$ cat src/common/ssp_pkg.sv
`default_nettype none
package ssp_pkg;

  // ----------------------------------------------------------------
  // word layout
  // ----------------------------------------------------------------
  localparam int WORD_W = 32;
  localparam int SEL_LSB = 0;
  localparam int SEL_W = 3;
  localparam logic [2:0] SEL_DIVIDE = 3'h0;
  localparam logic [2:0] SEL_PHASE = 3'h1;
  localparam logic [2:0] SEL_REFPATH = 3'h2;
  localparam int SEL_FUNCTION = 3;
  localparam int SEL_CLOCK_DIVIDER_WORD_TAG = 4;
  localparam int NUM_LATCH = 5;

  localparam int FRAC_LSB = 3;
  localparam int VAL12_W = 12;
  localparam int INT_LSB = 15;
  localparam int OSEL_LSB = 27;
  localparam int OSEL_W = 4;
  localparam int PHASE_LSB = 3;
  localparam int DENOM_LSB = 3;
  localparam int RCNT_LSB = 15;
  localparam int RCNT_W = 5;
  localparam int DOUBLER_POS = 20;
  localparam int HALVER_POS = 21;
  localparam int PRESCALER_POS = 22;
  localparam int PUMP_LSB = 24;
  localparam int PUMP_W = 4;
  localparam int SLIP_POS = 28;
  localparam int AUX_LSB = 29;
  localparam int AUX_W = 2;
  localparam int CNT_RESET_POS = 3;
  localparam int CP_TRI_POS = 4;
  localparam int PWR_DOWN_POS = 5;
  localparam int PD_POL_POS = 6;
  localparam int LOCK_WIN_POS = 7;
  localparam int SD_RESET_POS = 14;
  localparam int CLOCK_DIVIDER_WORD_TAG_LSB = 7;
  localparam int CLKMODE_LSB = 19;
  localparam int CLKMODE_W = 2;

  localparam logic [31:0] WORD_RESET = 32'h0000_0000;

  // ----------------------------------------------------------------
  // legal ranges
  // ----------------------------------------------------------------
  localparam logic [11:0] INT_MIN = 12'h017;
  localparam logic [11:0] DENOM_MIN = 12'h002;
  localparam logic [5:0] REF_RATIO_MAX = 6'h20;

  // ----------------------------------------------------------------
  // observation select codes
  // ----------------------------------------------------------------
  localparam logic [3:0] OSEL_TRISTATE = 4'h0;
  localparam logic [3:0] OSEL_HIGH = 4'h1;
  localparam logic [3:0] OSEL_LOW = 4'h2;
  localparam logic [3:0] OSEL_REF_DIV = 4'h3;
  localparam logic [3:0] OSEL_FB_DIV = 4'h4;
  localparam logic [3:0] OSEL_ANA_LOCK = 4'h5;
  localparam logic [3:0] OSEL_DIG_LOCK = 4'h6;
  localparam logic [3:0] OSEL_REF_HALF = 4'hd;
  localparam logic [3:0] OSEL_FB_HALF = 4'he;

  // ----------------------------------------------------------------
  // timing
  // ----------------------------------------------------------------
  localparam int CLK_PERIOD_PS = 5000;
  localparam int ABL_PS = 3000;
  localparam int ABL_CYC = (ABL_PS + CLK_PERIOD_PS - 1) / CLK_PERIOD_PS;
  localparam int SCLK_HALF_PS = 25000;
  localparam int SCLK_HALF_CYC = (SCLK_HALF_PS + CLK_PERIOD_PS - 1) / CLK_PERIOD_PS;
  localparam int STRB_HIGH_PS = 20000;
  localparam int STRB_HIGH_CYC = (STRB_HIGH_PS + CLK_PERIOD_PS - 1) / CLK_PERIOD_PS;
  localparam int TMR_W = 4;
  localparam int BIT_W = 5;

endpackage
`default_nettype wire

$ cat src/common/ssp_serial_if.sv
`timescale 1ns/1ps
`default_nettype none
interface ssp_serial_if;
  logic sclk;
  logic sdata;
  logic load_strobe;
  logic chip_enable;

  modport host (
    output sclk,
    output sdata,
    output load_strobe,
    output chip_enable
  );

  modport dev (
    input sclk,
    input sdata,
    input load_strobe,
    input chip_enable
  );
endinterface
`default_nettype wire

$ cat src/rtl/ssp_device.sv
`timescale 1ns/1ps
`default_nettype none
module ssp_device (
  input  wire logic        mclk,
  input  wire logic        srst,
  ssp_serial_if.dev        link,
  input  wire logic        ref_edge,
  input  wire logic        fb_edge,
  input  wire logic        ana_lock,
  input  wire logic        dig_lock,
  output logic [11:0]      int_value,
  output logic [11:0]      frac_value,
  output logic [3:0]       output_select,
  output logic [11:0]      phase_value,
  output logic [11:0]      denominator_value,
  output logic [5:0]       ref_ratio,
  output logic             doubler,
  output logic             reference_halver_bit,
  output logic [3:0]       pump_current_code,
  output logic             slip_reduction_enable,
  output logic             prescaler_sel,
  output logic [1:0]       aux_mode,
  output logic [1:0]       pfd_mult,
  output logic [6:0]       pfd_div,
  output logic             counter_reset,
  output logic             power_down,
  output logic             pump_tristate,
  output logic             pfd_polarity,
  output logic             lock_window_select,
  output logic             sd_reset,
  output logic [11:0]      clock_divider_word_tag_value,
  output logic [1:0]       clock_divider_word_tag_mode,
  output logic             int_bad,
  output logic             denom_bad,
  output logic             frac_bad,
  output logic             pfd_up,
  output logic             pfd_dn,
  output logic             observation_pin,
  output logic             observation_oe_n
);

  // ----------------------------------------------------------------
  // state
  // ----------------------------------------------------------------
  typedef struct packed {
    logic [31:0]                    shreg;
    logic                           sclk_q;
    logic                           strobe_q;
    logic [31:0]                    w_div;
    logic [31:0]                    w_phase;
    logic [31:0]                    w_ref;
    logic [31:0]                    w_func;
    logic [31:0]                    w_clk;
    logic [11:0]                    phase_act;
    logic [11:0]                    denom_act;
    logic [4:0]                     rcnt_act;
    logic                           dbl_act;
    logic                           hlv_act;
    logic [3:0]                     pump_act;
    logic [5:0]                     ratio;
    logic [6:0]                     pdiv;
    logic                           int_bad;
    logic                           denom_bad;
    logic                           frac_bad;
    logic                           up;
    logic                           dn;
    logic [3:0]                     abl_cnt;
    logic                           ref_tgl;
    logic                           fb_tgl;
    logic                           obs;
    logic                           obs_oe_n;
  } ssp_dev_state_t;

  localparam logic [3:0] ABL_LAST = 4'(ssp_pkg::ABL_CYC - 1);

  ssp_dev_state_t s;
  ssp_dev_state_t next_s;

  // 5-bit code 0 stands for the top ratio so that 1 to 32 all fit
  function automatic logic [5:0] ssp_ratio(input logic [4:0] code);
    ssp_ratio = (code == 5'h00) ? ssp_pkg::REF_RATIO_MAX : {1'b0, code};
  endfunction

  function automatic logic [11:0] ssp_f12(input logic [31:0] w, input int lsb);
    ssp_f12 = w[lsb +: ssp_pkg::VAL12_W];
  endfunction

  logic load_ev;
  logic [2:0] sel;
  logic [11:0] next_int;
  logic [11:0] next_frac;

  assign load_ev = link.load_strobe && !s.strobe_q;
  assign sel = s.shreg[ssp_pkg::SEL_LSB +: ssp_pkg::SEL_W];

  // ----------------------------------------------------------------
  // serial capture and latches
  // ----------------------------------------------------------------
  always_comb begin
    next_s = s;
    next_s.sclk_q = link.sclk;
    next_s.strobe_q = link.load_strobe;
    if (link.sclk && !s.sclk_q) begin
      next_s.shreg = {s.shreg[30:0], link.sdata};
    end
    // latches move only on a strobe rise; the word was complete before it
    if (load_ev) begin
      case (sel)
        ssp_pkg::SEL_DIVIDE: begin
          next_s.w_div = s.shreg;
          // pending buffered values go live with the divide-setting write
          next_s.phase_act = ssp_f12(s.w_phase, ssp_pkg::PHASE_LSB);
          next_s.denom_act = ssp_f12(s.w_ref, ssp_pkg::DENOM_LSB);
          next_s.rcnt_act = s.w_ref[ssp_pkg::RCNT_LSB +: ssp_pkg::RCNT_W];
          next_s.dbl_act = s.w_ref[ssp_pkg::DOUBLER_POS];
          next_s.hlv_act = s.w_ref[ssp_pkg::HALVER_POS];
          next_s.pump_act = s.w_ref[ssp_pkg::PUMP_LSB +: ssp_pkg::PUMP_W];
        end
        ssp_pkg::SEL_PHASE: next_s.w_phase = s.shreg;
        ssp_pkg::SEL_REFPATH: next_s.w_ref = s.shreg;
        3'(ssp_pkg::SEL_FUNCTION): next_s.w_func = s.shreg;
        3'(ssp_pkg::SEL_CLOCK_DIVIDER_WORD_TAG): next_s.w_clk = s.shreg;
        default: next_s.w_div = s.w_div;
      endcase
    end
    next_int = ssp_f12(next_s.w_div, ssp_pkg::INT_LSB);
    next_frac = ssp_f12(next_s.w_div, ssp_pkg::FRAC_LSB);
    next_s.ratio = ssp_ratio(next_s.rcnt_act);
    next_s.pdiv = next_s.hlv_act ? {next_s.ratio, 1'b0} : {1'b0, next_s.ratio};
    // the host owns the ranges; the flags only report a breach
    next_s.int_bad = (next_int < ssp_pkg::INT_MIN);
    next_s.denom_bad = (next_s.denom_act < ssp_pkg::DENOM_MIN);
    next_s.frac_bad = (next_frac >= next_s.denom_act);

    // ----------------------------------------------------------------
    // phase frequency detector
    // ----------------------------------------------------------------
    if (ref_edge) begin
      next_s.up = 1'b1;
      next_s.ref_tgl = !s.ref_tgl;
    end
    if (fb_edge) begin
      next_s.dn = 1'b1;
      next_s.fb_tgl = !s.fb_tgl;
    end
    // both outputs overlap for a fixed time before clearing: no dead zone
    if (s.up && s.dn) begin
      if (s.abl_cnt == ABL_LAST) begin
        next_s.up = 1'b0;
        next_s.dn = 1'b0;
        next_s.abl_cnt = '0;
      end else begin
        next_s.abl_cnt = s.abl_cnt + 1'b1;
      end
    end
    if (!link.chip_enable || s.w_func[ssp_pkg::CNT_RESET_POS]
        || s.w_func[ssp_pkg::PWR_DOWN_POS]) begin
      next_s.up = 1'b0;
      next_s.dn = 1'b0;
      next_s.abl_cnt = '0;
    end

    // ----------------------------------------------------------------
    // observation pin
    // ----------------------------------------------------------------
    next_s.obs_oe_n = 1'b0;
    case (s.w_div[ssp_pkg::OSEL_LSB +: ssp_pkg::OSEL_W])
      ssp_pkg::OSEL_TRISTATE: begin
        next_s.obs = 1'b0;
        next_s.obs_oe_n = 1'b1;
      end
      ssp_pkg::OSEL_HIGH: next_s.obs = 1'b1;
      ssp_pkg::OSEL_REF_DIV: next_s.obs = ref_edge;
      ssp_pkg::OSEL_FB_DIV: next_s.obs = fb_edge;
      ssp_pkg::OSEL_ANA_LOCK: next_s.obs = ana_lock;
      ssp_pkg::OSEL_DIG_LOCK: next_s.obs = dig_lock;
      ssp_pkg::OSEL_REF_HALF: next_s.obs = s.ref_tgl;
      ssp_pkg::OSEL_FB_HALF: next_s.obs = s.fb_tgl;
      default: next_s.obs = 1'b0;
    endcase
  end

  always_ff @(posedge mclk) begin
    if (srst) begin
      s <= '0;
      s.obs_oe_n <= 1'b1;
      s.ratio <= ssp_pkg::REF_RATIO_MAX;
      s.pdiv <= {1'b0, ssp_pkg::REF_RATIO_MAX};
      s.int_bad <= 1'b1;
      s.denom_bad <= 1'b1;
      s.frac_bad <= 1'b1;
    end else begin
      s <= next_s;
    end
  end

  // ----------------------------------------------------------------
  // outputs
  // ----------------------------------------------------------------
  assign int_value = ssp_f12(s.w_div, ssp_pkg::INT_LSB);
  assign frac_value = ssp_f12(s.w_div, ssp_pkg::FRAC_LSB);
  assign output_select = s.w_div[ssp_pkg::OSEL_LSB +: ssp_pkg::OSEL_W];
  assign phase_value = s.phase_act;
  assign denominator_value = s.denom_act;
  assign ref_ratio = s.ratio;
  assign doubler = s.dbl_act;
  assign reference_halver_bit = s.hlv_act;
  assign pump_current_code = s.pump_act;
  assign slip_reduction_enable = s.w_ref[ssp_pkg::SLIP_POS];
  assign prescaler_sel = s.w_ref[ssp_pkg::PRESCALER_POS];
  assign aux_mode = s.w_ref[ssp_pkg::AUX_LSB +: ssp_pkg::AUX_W];
  assign pfd_mult = {1'b0, s.dbl_act} + 2'h1;
  assign pfd_div = s.pdiv;
  assign counter_reset = s.w_func[ssp_pkg::CNT_RESET_POS];
  assign power_down = !link.chip_enable || s.w_func[ssp_pkg::PWR_DOWN_POS];
  assign pump_tristate = power_down || s.w_func[ssp_pkg::CP_TRI_POS];
  assign pfd_polarity = s.w_func[ssp_pkg::PD_POL_POS];
  assign lock_window_select = s.w_func[ssp_pkg::LOCK_WIN_POS];
  assign sd_reset = s.w_func[ssp_pkg::SD_RESET_POS];
  assign clock_divider_word_tag_value = ssp_f12(s.w_clk, ssp_pkg::CLOCK_DIVIDER_WORD_TAG_LSB);
  assign clock_divider_word_tag_mode = s.w_clk[ssp_pkg::CLKMODE_LSB +: ssp_pkg::CLKMODE_W];
  assign int_bad = s.int_bad;
  assign denom_bad = s.denom_bad;
  assign frac_bad = s.frac_bad;
  assign pfd_up = s.up;
  assign pfd_dn = s.dn;
  assign observation_pin = s.obs;
  assign observation_oe_n = s.obs_oe_n;

endmodule
`default_nettype wire

$ cat src/flat_wrapper.sv
// flat-port wrapper written by rule: the top's interface ports become plain ports
module ssp_device_flat 
  (mclk, srst, ref_edge, fb_edge, ana_lock, dig_lock, int_value, frac_value, output_select, phase_value, denominator_value, ref_ratio, doubler, reference_halver_bit, pump_current_code, slip_reduction_enable, prescaler_sel, aux_mode, pfd_mult, pfd_div, counter_reset, power_down, pump_tristate, pfd_polarity, lock_window_select, sd_reset, clock_divider_word_tag_value, clock_divider_word_tag_mode, int_bad, denom_bad, frac_bad, pfd_up, pfd_dn, observation_pin, observation_oe_n, link_sclk, link_sdata, link_load_strobe, link_chip_enable);
  ssp_serial_if link_i ();
  input  wire logic mclk;
  input  wire logic srst;
  input  wire logic ref_edge;
  input  wire logic fb_edge;
  input  wire logic ana_lock;
  input  wire logic dig_lock;
  output logic [11:0] int_value;
  output logic [11:0] frac_value;
  output logic [3:0] output_select;
  output logic [11:0] phase_value;
  output logic [11:0] denominator_value;
  output logic [5:0] ref_ratio;
  output logic doubler;
  output logic reference_halver_bit;
  output logic [3:0] pump_current_code;
  output logic slip_reduction_enable;
  output logic prescaler_sel;
  output logic [1:0] aux_mode;
  output logic [1:0] pfd_mult;
  output logic [6:0] pfd_div;
  output logic counter_reset;
  output logic power_down;
  output logic pump_tristate;
  output logic pfd_polarity;
  output logic lock_window_select;
  output logic sd_reset;
  output logic [11:0] clock_divider_word_tag_value;
  output logic [1:0] clock_divider_word_tag_mode;
  output logic int_bad;
  output logic denom_bad;
  output logic frac_bad;
  output logic pfd_up;
  output logic pfd_dn;
  output logic observation_pin;
  output logic observation_oe_n;
  input wire logic [$bits(link_i.sclk)-1:0] link_sclk;
  input wire logic [$bits(link_i.sdata)-1:0] link_sdata;
  input wire logic [$bits(link_i.load_strobe)-1:0] link_load_strobe;
  input wire logic [$bits(link_i.chip_enable)-1:0] link_chip_enable;
  assign link_i.sclk = link_sclk;
  assign link_i.sdata = link_sdata;
  assign link_i.load_strobe = link_load_strobe;
  assign link_i.chip_enable = link_chip_enable;
  ssp_device u_core (.mclk(mclk), .srst(srst), .link(link_i), .ref_edge(ref_edge), .fb_edge(fb_edge), .ana_lock(ana_lock), .dig_lock(dig_lock), .int_value(int_value), .frac_value(frac_value), .output_select(output_select), .phase_value(phase_value), .denominator_value(denominator_value), .ref_ratio(ref_ratio), .doubler(doubler), .reference_halver_bit(reference_halver_bit), .pump_current_code(pump_current_code), .slip_reduction_enable(slip_reduction_enable), .prescaler_sel(prescaler_sel), .aux_mode(aux_mode), .pfd_mult(pfd_mult), .pfd_div(pfd_div), .counter_reset(counter_reset), .power_down(power_down), .pump_tristate(pump_tristate), .pfd_polarity(pfd_polarity), .lock_window_select(lock_window_select), .sd_reset(sd_reset), .clock_divider_word_tag_value(clock_divider_word_tag_value), .clock_divider_word_tag_mode(clock_divider_word_tag_mode), .int_bad(int_bad), .denom_bad(denom_bad), .frac_bad(frac_bad), .pfd_up(pfd_up), .pfd_dn(pfd_dn), .observation_pin(observation_pin), .observation_oe_n(observation_oe_n));
endmodule
$ cat config.mk
export PLATFORM = sky130hd
export DESIGN_NAME = ssp_device_flat
export DESIGN_NICKNAME = d
export VERILOG_FILES = /design/src/common/ssp_pkg.sv /design/src/common/ssp_serial_if.sv /design/src/rtl/ssp_device.sv /design/src/flat_wrapper.sv
export SDC_FILE = /design/constraint.sdc
export NUM_CORES = 1
export LEC_CHECK = 0
export BUFFER_PORTS_ARGS = -buffer_cell sky130_fd_sc_hd__clkbuf_2
export CAP_MARGIN = 20
export CORE_MARGIN = 10
export CORE_UTILIZATION = 35
export CTS_CLUSTER_SIZE = 25
export DETAILED_ROUTE_END_ITERATION = 7
export HOLD_SLACK_MARGIN = 0.08
export PLACE_DENSITY_LB_ADDON = 0.12
export REMOVE_ABC_BUFFERS = 1
export SKIP_LAST_GASP = 1
export SYNTH_ARGS = -nofsm -noshare
export SYNTH_HDL_FRONTEND = slang
export SYNTH_SLANG_ARGS = --single-unit
export TNS_END_PERCENT = 5
$ cat constraint.sdc
create_clock -name mclk -period 3.35 [get_ports mclk]
set_input_delay 0.67 -clock mclk [delete_from_list [all_inputs] [get_ports mclk]]
set_output_delay 0.67 -clock mclk [all_outputs]
set_load 0.005 [all_outputs]
# Word level (Yosys, flattened, before mapping)
# Cells that the tools add are included.
# totals
register_bits,254
inputBits,10
output_inout_bits,104
word_cells,86
# classes
n_addsub,2
magnitude_cmp,3
eq_ne,11
muxes,16
n_bitwise,1
n_reduce_logical,24
# op_table
cell,n
two-way mux 190 bit,1
two-way mux 32 bit,4
two-way mux 35 bit,1
two-way mux 27 bit,1
two-way mux 6 bit,3
equality test 4 x 3 -> 1 bit (second input constant),3
greater-or-equal comparator 12 bit,1
less-than comparator 12 x 2 -> 1 bit (second input constant),1
less-than comparator 12 x 5 -> 1 bit (second input constant),1
AND reduction 2 bit,5
equality test 4 bit (second input constant),2
zero test 4 bit,2
case mux 1 bit (7 select lines),1
equality test 3 x 2 -> 1 bit (second input constant),2
OR reduction 2 bit,3
zero test 1 bit,5
zero test 5 bit,1
adder 4 x 1 -> 4 bit (second input constant),1
equality test 4 x 1 -> 1 bit (second input constant),1
equality test 4 x 2 -> 1 bit (second input constant),1
logical OR 1 bit,4
two-way mux 4 bit,1
equality test 3 x 1 -> 1 bit (second input constant),1
equality test 3 bit (second input constant),1
6 further kinds,10

# Longest topological paths before layout
# Gate-level depths: netlist of run 1.
# depth
word_depth,6
ltp_mapped,11
depth_no_buf,8

# Least setup slack after synthesis of run 1
# Ideal clock, no wire load.
# synth_path
path_kind,input to register
from,input link_load_strobe
to,register u_core.frac_bad (netlist name)
arrival_ns,2.664
required_ns,3.216
slack_ns,0.552
cell_stages,10
cell_sequence,nor3b_2 nand2_2 buf_2 buf_4 mux2i_1 ha_1 nand2b_1 a2111oi_0 or4_1 o2111ai_1
# synth_via
elab_chain_cells,3
# synth_rtl
item,line,text
start: declaration,flat_wrapper.sv:42,input wire logic [$bits(link_i.load_strobe)-1:0] link_load_strobe;
logical AND 1 bit,ssp_device.sv:93,assign load_ev = link.load_strobe && !s.strobe_q;
two-way mux 190 bit,ssp_device.sv:107,if (load_ev) begin
greater-or-equal comparator 12 bit,ssp_device.sv:133,next_s.frac_bad = (next_frac >= next_s.denom_act);
# Every way passes these cells.
# A chain may end at the register's enable or synchronous reset.

==> results of run 1 <==
flip-flops by register name, indices dropped and copies added (netlist names), 2 cells and up:
signal / cells
u_core.phase_value: 12
u_core.denominator_value: 12
u_core.s: 81
u_core.int_value: 12
u_core.pump_current_code: 4
u_core.pfd_div: 7
u_core.frac_value: 12
u_core.output_select: 4
u_core.aux_mode: 2
u_core.clock_divider_word_tag_value: 12
u_core.clock_divider_word_tag_mode: 2
u_core.ref_ratio: 6
layout make-up:
type / instances / share of cell area
Timing Repair Buffer: 129 / 0.0830
Multi-Input combinational cell: 536 / 0.360
Sequential cell: 181 / 0.437
Clock buffer: 22 / 0.0584
Clock inverter: 10 / 0.0175
Inverter: 6 / 0.00272
Tap cell: 275 / 0.0415
per-layer routing:
layer  wire, um  part of all wire
met5          0                 0
met4        191             0.010
met3        858             0.047
met2       8150              0.44
met1       9180              0.50
power groups by stage:
| stage | sequential, mW | combinational [mW] | clock, mW |
|---|---|---|---|
| after global routing | 2.17 | 0.187 | 2.26 |
| after global placement | 2.22 | 0.173 | 0 |
| after detailed placement | 2.22 | 0.172 | 0 |
| final | 2.17 | 0.168 | 2.11 |
| after CTS | 2.17 | 0.173 | 2.18 |
| after floorplan | 2.21 | 0.0759 | 0 |
through the flow:
| stage | hold WS (ns) | util |
|---|---|---|
| 6_report | 0.453 | 0.395 |
| 5_1_grt | 0.466 | 0.395 |
| 4_1_cts | 0.456 | 0.395 |
| 3_5_place_dp | 0.446 | 0.365 |
| 3_3_place_gp | 0.443 | 0.365 |
| 2_1_floorplan | 0.425 | - |
critical path, stage by stage, from the launching register on:
cell and delay, ns:
dfxtp_1 0.39, nor2_1 0.36, nand2_2 0.22, mux2_1 0.37, ha_1 0.27, nand2b_1 0.14
a2111oi_0 0.55, or4_1 0.20, o2111ai_1 0.11
synth_stat cells (8+ instances only):
library cell  instances  area, um^2
buf_4                87         653
dfxtp_1             181        3620
buf_2                11        55.1
nand3_1               8        40.0
mux2i_1              51         510
a21oi_1             100         500
nor2_1               66         248
ha_1                 14         175
mux2_1                9         101
clkbuf_1             31         116
nand2_1             191         717
and2_1               14        87.6
worst max-delay path by stage:
stage / endpoint / slack (ns) / cells past startpoint
floorplan: u_core.frac_bad / 0.0002 / 8
detailed placement: u_core.frac_bad / 0.41 / 9
global route: u_core.frac_bad / 0.45 / 8
CTS: u_core.frac_bad / 0.62 / 8
finish: u_core.frac_bad / 0.62 / 8
global placement: u_core.frac_bad / 0.49 / 10
cells by family (layout without fill, tap and decap cells):
| kind of cell | count (synthesis) | count (layout) |
|---|---|---|
| AO/OA/AOI/OAI | 124 | 124 |
| buffers and inverters | 138 | 167 |
| multiplexers | 64 | 64 |
| XOR/XNOR | 5 | 5 |
| flip-flops | 181 | 181 |
| adder cells (fa/ha/maj) | 14 | 14 |
| AND/OR/NAND/NOR | 329 | 329 |
==> impl_metrics.env, run 1 <==
export IMPL_status="finished, final reports clean"
export IMPL_wl_um=18400
export IMPL_seqPwrFrac=0.487
export IMPL_synthToLayoutAreaGrowth_pct=11.0
export IMPL_fin_total_pwr_mw=4.45
export IMPL_cts_sinks=181
export IMPL_rows=53
export IMPL_layout_min_cycle_time_ns=2.73
export IMPL_antenna_found_initial=0
export IMPL_core_um2=21000
export IMPL_holdBufCountCts=0
export IMPL_synth_adder_area_share=0.0234
export IMPL_synth_seq_area_share=0.485
export IMPL_cp_arrival_ns=3.04
export IMPL_globalRouteMet2Util=0.208
export IMPL_layout_commonest_cell="nand2_1"
export IMPL_antenna_left=0
export IMPL_clockBufferDepth=2
export IMPL_synth_area_um2=7470
export IMPL_die_y_um=166
export IMPL_comb_power_share=0.038
export IMPL_gp_congestion=0.775
export IMPL_vdd_drop_max_mv=0.281
export IMPL_wl_per_cell_um=15.9
export IMPL_hold_viol_final=0
export IMPL_r2r_start="u_core.s[223]"
export IMPL_synth_avg_cell_area_um2=8.74
export IMPL_start_kind="register"
export IMPL_nNetsFinal=895
export IMPL_fillCellCount=2181
export IMPL_grt_busiest_layer="met2"
export IMPL_synth_edf_count=0
export IMPL_grt_pass1_wl_um=30100
export IMPL_tns_ns=0
export IMPL_drt_pass1_iter_count=4
export IMPL_viasPerCell=4.68
export IMPL_io_buffers=113
export IMPL_yosys_area_share_simple=0.192
export IMPL_hold_class="reg2reg"
export IMPL_power_leakage_nw=3.50
export IMPL_ff2ff_path_depth=8
export IMPL_period_share=0.816
export IMPL_drive_gt1_frac=0.193
export IMPL_synth_top_family_by_area="simple AND/OR/NAND/NOR gates"
export IMPL_vias=5420
export IMPL_maxCapViolCount=0
export IMPL_fmax_mhz=366
export IMPL_diodes=0
export IMPL_gr_usage_met3=0.0390
export IMPL_gr_total_overflow=0
export IMPL_synth_seq_cells=181
export IMPL_grt_use_total=0.133
export IMPL_multiInputGateArea_um2=2990
export IMPL_first_iter_violations=272
export IMPL_reg2reg_to="u_core.frac_bad"
export IMPL_clock_skew_ns=0.0128
export IMPL_whs_path_depth=2
export IMPL_syn_instance_count=855
export IMPL_cp_max_fo=8
export IMPL_grt_pass1_vias=5363
export IMPL_mostFrequentLayoutCells="nand2_1 (191), dfxtp_1 (181), clkbuf_2 (112)"
export IMPL_placed_cells=1127
export IMPL_synth_ff_type="dfxtp_1"
export IMPL_dp_hpwl_um=12600
export IMPL_layout_setup_ws_ns=0.616
export IMPL_grtUsageMet1=0.175
export IMPL_drc=0
export IMPL_synthXorXnorAreaFrac=0.00586
export IMPL_rsz0062_at_grt="no"
export IMPL_cts_resized=0
export IMPL_holdPathEnd="u_core.phase_value[8]"
export IMPL_yosysWarnings=0
export IMPL_swShare=0.221
export IMPL_cts_tree="done"
export IMPL_min_delay_start="u_core.phase_value[8]"
export IMPL_grt_max_degree=92
export IMPL_synth_async_reset_ratio=0
export IMPL_synthMuxAreaShare=0.0879
export IMPL_synth_compound_area_frac=0.0887
export IMPL_worst_slew_pin_slew_ns=1.01
export IMPL_p_int_mw=3.46
export IMPL_setup_violations=0
export IMPL_post_cts_buffers=0
export IMPL_io_pins=114
export IMPL_crit_type="reg2reg"
export IMPL_pwr_share_clk=0.475
export IMPL_die_area_um2=27600
export IMPL_start_util=0.356
export IMPL_power_switching_uw=984
export IMPL_clkSlewWorstSetupHoldPaths_ns=0.07
export IMPL_design_area_um2=8290
export IMPL_dp_slack_ns=0.415
export IMPL_required_ns=3.65
export IMPL_power_density_nw_per_um2=536
export IMPL_crit_start="u_core.s[223]"
export IMPL_cts_max_level=4
export IMPL_max_slew_margin=0.325
export IMPL_instances_no_fill=1159
export IMPL_yosysUniqueCellTypes=44
export IMPL_ff2ff_setup_slack_ns=0.62
export IMPL_root_buffer="clkbuf_16"
export IMPL_drv_slew=0
export IMPL_register_area_um2=3620
export IMPL_numCtsBuffers=17
export IMPL_dpl_cell_area_um2=7660
export IMPL_crit_path_end_kind="register"
export IMPL_die_w_um=166
export IMPL_clk_latency_ns=0.43
Power figures use the tool's default switching activity.
==> inputs of run 2 (changes only) <==
--- a/config.mk
+++ b/config.mk
@@ -5,6 +5,7 @@
 export SDC_FILE = /design/constraint.sdc
 export NUM_CORES = 1
 export LEC_CHECK = 0
+export ABC_AREA = 1
 export BUFFER_PORTS_ARGS = -buffer_cell sky130_fd_sc_hd__clkbuf_2
 export CAP_MARGIN = 20
 export CORE_MARGIN = 10
==> constraint.sdc (replaced) <==
create_clock -name mclk -period 2.3 [get_ports mclk]
set_input_delay 0.46 -clock mclk [delete_from_list [all_inputs] [get_ports mclk]]
set_output_delay 0.46 -clock mclk [all_outputs]
set_load 0.005 [all_outputs]
==> run 2 against run 1 <==
Net effect: sequential power is 60% higher; clock power rose by 46%; synthesized cell count rose by 12%; count of clock-buffer cells in the layout is 3 lower; flip-flop and latch count is the same; global-route usage up 0.078 points; critical path type unchanged; largest cell class unchanged; largest power group unchanged; highest routed layer unchanged.
==> impl_metrics.env, run 2 <==
export IMPL_ff2ff_setup_slack_ns=0.18
export IMPL_yosysTopAreaCellShare=0.484
export IMPL_required_ns=2.62
export IMPL_vias=5672
export IMPL_synth_area_um2=7490
export IMPL_top_layer="met4"
export IMPL_clockBufferDepth=2
export IMPL_design_area_um2=8370
export IMPL_synth_avg_cell_area_um2=7.84
export IMPL_vdd_drop_max_mv=0.459
export IMPL_dp_hpwl_um=13000
export IMPL_fmax_mhz=472
export IMPL_setup_violations=0
export IMPL_drt_pass1_iter_count=4
export IMPL_holdBufCountCts=0
export IMPL_clk_latency_ns=0.43
export IMPL_drv_slew=0
export IMPL_synthToLayoutAreaGrowth_pct=11.8
export IMPL_power_leakage_nw=3.81
export IMPL_post_cts_buffers=0
export IMPL_mostFrequentLayoutCells="nor2_1 (222), dfxtp_1 (181), o21ai_0 (125)"
export IMPL_synth_common_cells="nor2_1 (222), dfxtp_1 (181), o21ai_0 (125), nand2_1 (88), buf_4 (87)"
export IMPL_cts_sinks=181
export IMPL_layout_commonest_cell="nor2_1"
export IMPL_crit_path_top_delay_cell="dfxtp_1"
export IMPL_syn_instance_count=955
export IMPL_start_kind="register"
export IMPL_hold_viol_final=0
export IMPL_worst_slew_pin_slew_ns=0.551
export IMPL_nNetsFinal=1008
export IMPL_wl_met3_um=717
export IMPL_max_slew_margin=0.630
export IMPL_yosysWarnings=0
export IMPL_diodes=0
export IMPL_cp_top_family="simple AND/OR/NAND/NOR gates"
export IMPL_synth_seq_cells=181
export IMPL_crit_end="u_core.frac_bad"
export IMPL_status="finished, final reports clean"
export IMPL_antenna_found_initial=0
export IMPL_drc=0
export IMPL_cts_resized=0
export IMPL_io_pins=114
export IMPL_wl_um=18300
export IMPL_cts_tree="done"
export IMPL_r2r_start="u_core.s[223]"
export IMPL_reg2reg_to="u_core.frac_bad"
export IMPL_largest_reg_flops=81
export IMPL_viasPerCell=4.46
export IMPL_wl_per_cell_um=14.4
export IMPL_yosysUniqueCellTypes=41
export IMPL_path_cells="nor2_4 -> nand3_2 -> buf_4 -> or2_0 -> o21ai_0 -> inv_1 -> ha_1 -> nand2_1 -> inv_1 -> o21ai_0 -> a21o_1 -> nand3_1"
export IMPL_cts_max_level=4
export IMPL_rows=53
export IMPL_tns_ns=0
export IMPL_die_area_um2=27600
export IMPL_start_util=0.356
export IMPL_io_buffers=113
export IMPL_fillCellCount=2257
export IMPL_antenna_left=0
export IMPL_period_share=0.922
export IMPL_grt_use_total=0.134
export IMPL_crit_cells=12
export IMPL_die_y_um=166
export IMPL_power_density_nw_per_um2=896
export IMPL_max_stage_delay_ns=0.34
export IMPL_synth_edf_count=0
export IMPL_hold_class="in2reg"
export IMPL_core_um2=21000
export IMPL_gp_congestion=0.756
export IMPL_crit_start="u_core.s[223]"
export IMPL_synthTopCellsByArea="dfxtp_1 (48%), nor2_1 (11%), buf_4 (8.7%)"
export IMPL_ff2ff_path_depth=12
export IMPL_synth_async_reset_ratio=0
export IMPL_fin_util=0.398
export IMPL_grt_max_degree=65
export IMPL_grt_pass1_wl_um=30600
export IMPL_grt_pass1_vias=5608
export IMPL_crit_path_end_kind="register"
export IMPL_gr_total_overflow=0
export IMPL_yosysTopAreaCell="dfxtp_1"
export IMPL_rsz0062_at_grt="no"
export IMPL_maxCapViolCount=0
export IMPL_layout_min_cycle_time_ns=2.12
export IMPL_numCtsBuffers=17
export IMPL_root_buffer="clkbuf_16"
export IMPL_fin_total_pwr_mw=7.51
export IMPL_worst_path_buf_inv=3
export IMPL_cp_arrival_ns=2.44
export IMPL_whs_ns=0.267
export IMPL_clkSlewWorstSetupHoldPaths_ns=0.08
export IMPL_crit_type="reg2reg"
export IMPL_met2_length_um=8290
export IMPL_synth_seq_area_share=0.484
export IMPL_clock_skew_ns=0.0140
export IMPL_dpl_cell_area_um2=7750
export IMPL_synth_ff_type="dfxtp_1"
export IMPL_regMostFlops="u_core.s"
export IMPL_first_iter_violations=329
export IMPL_cp_max_fo=11
export IMPL_wl_met1_um=9120
export IMPL_yosysMostFrequentCell="nor2_1"
export IMPL_drive_gt1_frac=0.202
export IMPL_die_w_um=166
==> run 2: how the worst min path moves through the flow <==
stage / to / cells past startpoint / startpoint
finish: u_core.s[222] / 3 / link_sclk
global route: u_core.s[222] / 3 / link_sclk
CTS: u_core.s[221] / 3 / link_load_strobe
detailed placement: u_core.s[137] / 2 / u_core.s[137]
global placement: u_core.s[133] / 2 / u_core.s[133]
floorplan: u_core.s[98] / 2 / u_core.s[98]
==> run 2: stage by stage <==
| step | worst slack [ns] | instances |
|---|---|---|
| after detailed placement | 0.0353 | 1240 |
| after floorplan | -0.273 | 826 |
| final | 0.180 | 1272 |
| after CTS | 0.164 | 1272 |
| after global placement | 0.0798 | 1240 |
| after global routing | 0.0619 | 1272 |
==> run 2: kinds of logic after synthesis <==
family	after synthesis	share of synthesized area
AOI/OAI and AO/OA	193	0.138
xor gates and xnor gates	4	0.00468
adders and majority gates	14	0.0234
buffers and inverters	206	0.153
DFF	181	0.484
muxes	1	0.00134
and+or+nand+nor	356	0.196
==> run 2: cell type report <==
cell class	instances	area, um^2	area share
multi-input combinational	568	2720	0.325
clock buffer	19	453	0.0541
sequential	181	3620	0.433
inverter	77	289	0.0345
clock inverter	13	169	0.0202
timing repair buffer	139	773	0.0923
tap	275	344	0.0411
==> run 2: where the power goes <==
group	internal (mW)	switching [mW]	total, mW
Sequential	3.34	0.134	3.47
Clock	1.79	1.30	3.08
Combinational	0.375	0.573	0.948
Total	5.50	2.01	7.51
==> run 2: worst min-delay path, delay by kind of cell <==
family | cells | cell delay [ns]
and+or+nand+nor | 1 | 0.07
buffers and inverters | 2 | 0.12
==> run 2: metal layers <==
metal | GRT usage | up-vias
li1 | - | 3007
met1 | 0.178 | 2546
met2 | 0.212 | 108
met3 | 0.0343 | 11
met4 | 0.0344 | 0
met5 | 0 | -
==> inputs of run 3 (changes only) <==
--- a/config.mk
+++ b/config.mk
@@ -9,12 +9,12 @@
 export BUFFER_PORTS_ARGS = -buffer_cell sky130_fd_sc_hd__clkbuf_2
 export CAP_MARGIN = 20
 export CORE_MARGIN = 10
-export CORE_UTILIZATION = 35
+export CORE_UTILIZATION = 30
 export CTS_CLUSTER_SIZE = 25
 export DETAILED_ROUTE_END_ITERATION = 7
+export GPL_ROUTABILITY_DRIVEN = 0
 export HOLD_SLACK_MARGIN = 0.08
 export PLACE_DENSITY_LB_ADDON = 0.12
-export REMOVE_ABC_BUFFERS = 1
 export SKIP_LAST_GASP = 1
 export SYNTH_ARGS = -nofsm -noshare
 export SYNTH_HDL_FRONTEND = slang
==> run 3 against run 2 <==
Net effect: wire length is 5.9% higher; via count fell by 0.49%; clock power is 2% higher; count of clock-buffer cells in the layout decreased by 1; critical path type unchanged.
==> impl_metrics.env, run 3 (synthesis gave the netlist of run 2 again) <==
export IMPL_status="finished, final reports clean"
export IMPL_drive_gt1_frac=0.204
export IMPL_gr_total_overflow=0
export IMPL_layout_commonest_cell="nor2_1"
export IMPL_holdBufCountCts=0
export IMPL_mostFrequentLayoutCells="nor2_1 (222), dfxtp_1 (181), o21ai_0 (125)"
export IMPL_period_share=0.908
export IMPL_die_area_um2=31700
export IMPL_power_density_nw_per_um2=894
export IMPL_grt_use_total=0.124
export IMPL_core_um2=24500
export IMPL_power_leakage_nw=3.85
export IMPL_start_util=0.306
export IMPL_antenna_left=0
export IMPL_dpl_cell_area_um2=7850
export IMPL_cts_max_level=4
export IMPL_wl_um=19400
export IMPL_nNetsFinal=1011
export IMPL_grt_pass1_vias=5623
export IMPL_hold_viol_final=0
export IMPL_drv_slew=0
export IMPL_vias=5644
export IMPL_cp_arrival_ns=2.41
export IMPL_diodes=0
export IMPL_grt_max_degree=68
export IMPL_fmax_mhz=479
export IMPL_antenna_found_initial=0
export IMPL_setup_violations=0
export IMPL_numCtsBuffers=17
export IMPL_drt_pass1_iter_count=5
export IMPL_clkSlewWorstSetupHoldPaths_ns=0.07
export IMPL_layout_min_cycle_time_ns=2.09
export IMPL_crit_type="reg2reg"
export IMPL_root_buffer="clkbuf_16"
export IMPL_clk_latency_ns=0.43
export IMPL_wl_per_cell_um=14.6
export IMPL_die_w_um=178
export IMPL_regMostFlops="u_core.s"
export IMPL_io_pins=114
export IMPL_first_iter_violations=263
export IMPL_dp_hpwl_um=14100
export IMPL_cts_sinks=181
export IMPL_start_kind="register"
export IMPL_max_slew_margin=0.659
export IMPL_die_y_um=178
export IMPL_fin_total_pwr_mw=7.60
export IMPL_rows=57
export IMPL_maxCapViolCount=0
export IMPL_io_buffers=113
export IMPL_largest_reg_flops=81
export IMPL_layout_setup_ws_ns=0.212
export IMPL_hold_class="in2reg"
export IMPL_vdd_drop_max_mv=0.442
export IMPL_cts_tree="done"
export IMPL_design_area_um2=8490
export IMPL_crit_path_end_kind="register"
export IMPL_dp_slack_ns=0.00564
export IMPL_synthToLayoutAreaGrowth_pct=13.4
export IMPL_grt_pass1_wl_um=31100
export IMPL_viasPerCell=4.26
export IMPL_clockBufferDepth=2
export IMPL_synth_nets=979
export IMPL_worst_slew_pin_slew_ns=0.512
export IMPL_drc=0
export IMPL_tns_ns=0
export IMPL_clock_skew_ns=0.0107
export IMPL_required_ns=2.62
export IMPL_rsz0062_at_grt="no"
export IMPL_cp_max_fo=19
-- run 3: changes by cell type in the layout (fill, tap and decap cells not counted), sizes merged --
| cell | change |
|---|---|
| clkbuf | -1 |
| clkinvlp | -2 |
| buf | +3 |
| inv | -2 |
| clkinv | +4 |
| bufinv | +1 |
-- run 3: timing repair --
item                                    4_1_cts  5_1_grt
setup buffers                                 0        0
endpoints found under the hold margin         0        0
endpoints found under the setup margin        0        1
resized for setup                             0        1
-- run 3: metal layers --
layer / vias up / GRT usage / wire, um
met5: - / 0 / 0
met4: 0 / 0.0368 / 257
met3: 15 / 0.0366 / 1020
met1: 2518 / 0.165 / 9720
met2: 89 / 0.191 / 8370
li1: 3022 / - / -
-- run 3: power breakdown --
part,leakage [nW],switching [mW],internal [mW],total (mW)
Sequential,1.48,0.139,3.34,3.48
Clock,0.307,1.29,1.86,3.15
Combinational,2.06,0.586,0.384,0.971
Total,3.85,2.01,5.58,7.60
-- run 3: worst max-delay path: stages (launching register included) --
cell      delay [ns]
dfxtp_1         0.34
nor2_4          0.21
nand2_2         0.12
nor2_8          0.28
nand2_1         0.10
nand2_1         0.10
inv_1           0.06
ha_1            0.26
o21ai_0         0.07
a21boi_0        0.09
o21ai_0         0.14
nand2_1         0.09
nand2_1         0.06
nand3_1         0.06
-- run 3: layout make-up --
class	count	area (um^2)
clock inverter	14	198
inverter	77	289
fill	2641	16000
timing repair buffer	142	808
clock buffer	18	439
sequential	181	3620
multi-input combinational	568	2730
tap	324	405
-- run 3: worst paths after layout --
kind	startpoint	end	slack, ns	cells past startpoint
hold reg to reg	u_core.s[131]	u_core.s[131]	0.46	2
hold / removal	link_load_strobe	u_core.s[221]	0.28	3
setup / recovery	u_core.s[223]	u_core.frac_bad	0.21	13
setup reg to reg	u_core.s[223]	u_core.frac_bad	0.21	13
-- run 3: stage by stage --
step / std cells / hold slack [ns] / utilization
2_1_floorplan: 955 / 0.429 / -
3_3_place_gp: 1292 / 0.440 / 0.321
3_5_place_dp: 1292 / 0.449 / 0.321
4_1_cts: 1324 / 0.276 / 0.347
5_1_grt: 1324 / 0.292 / 0.347
6_report: 1324 / 0.285 / 0.347
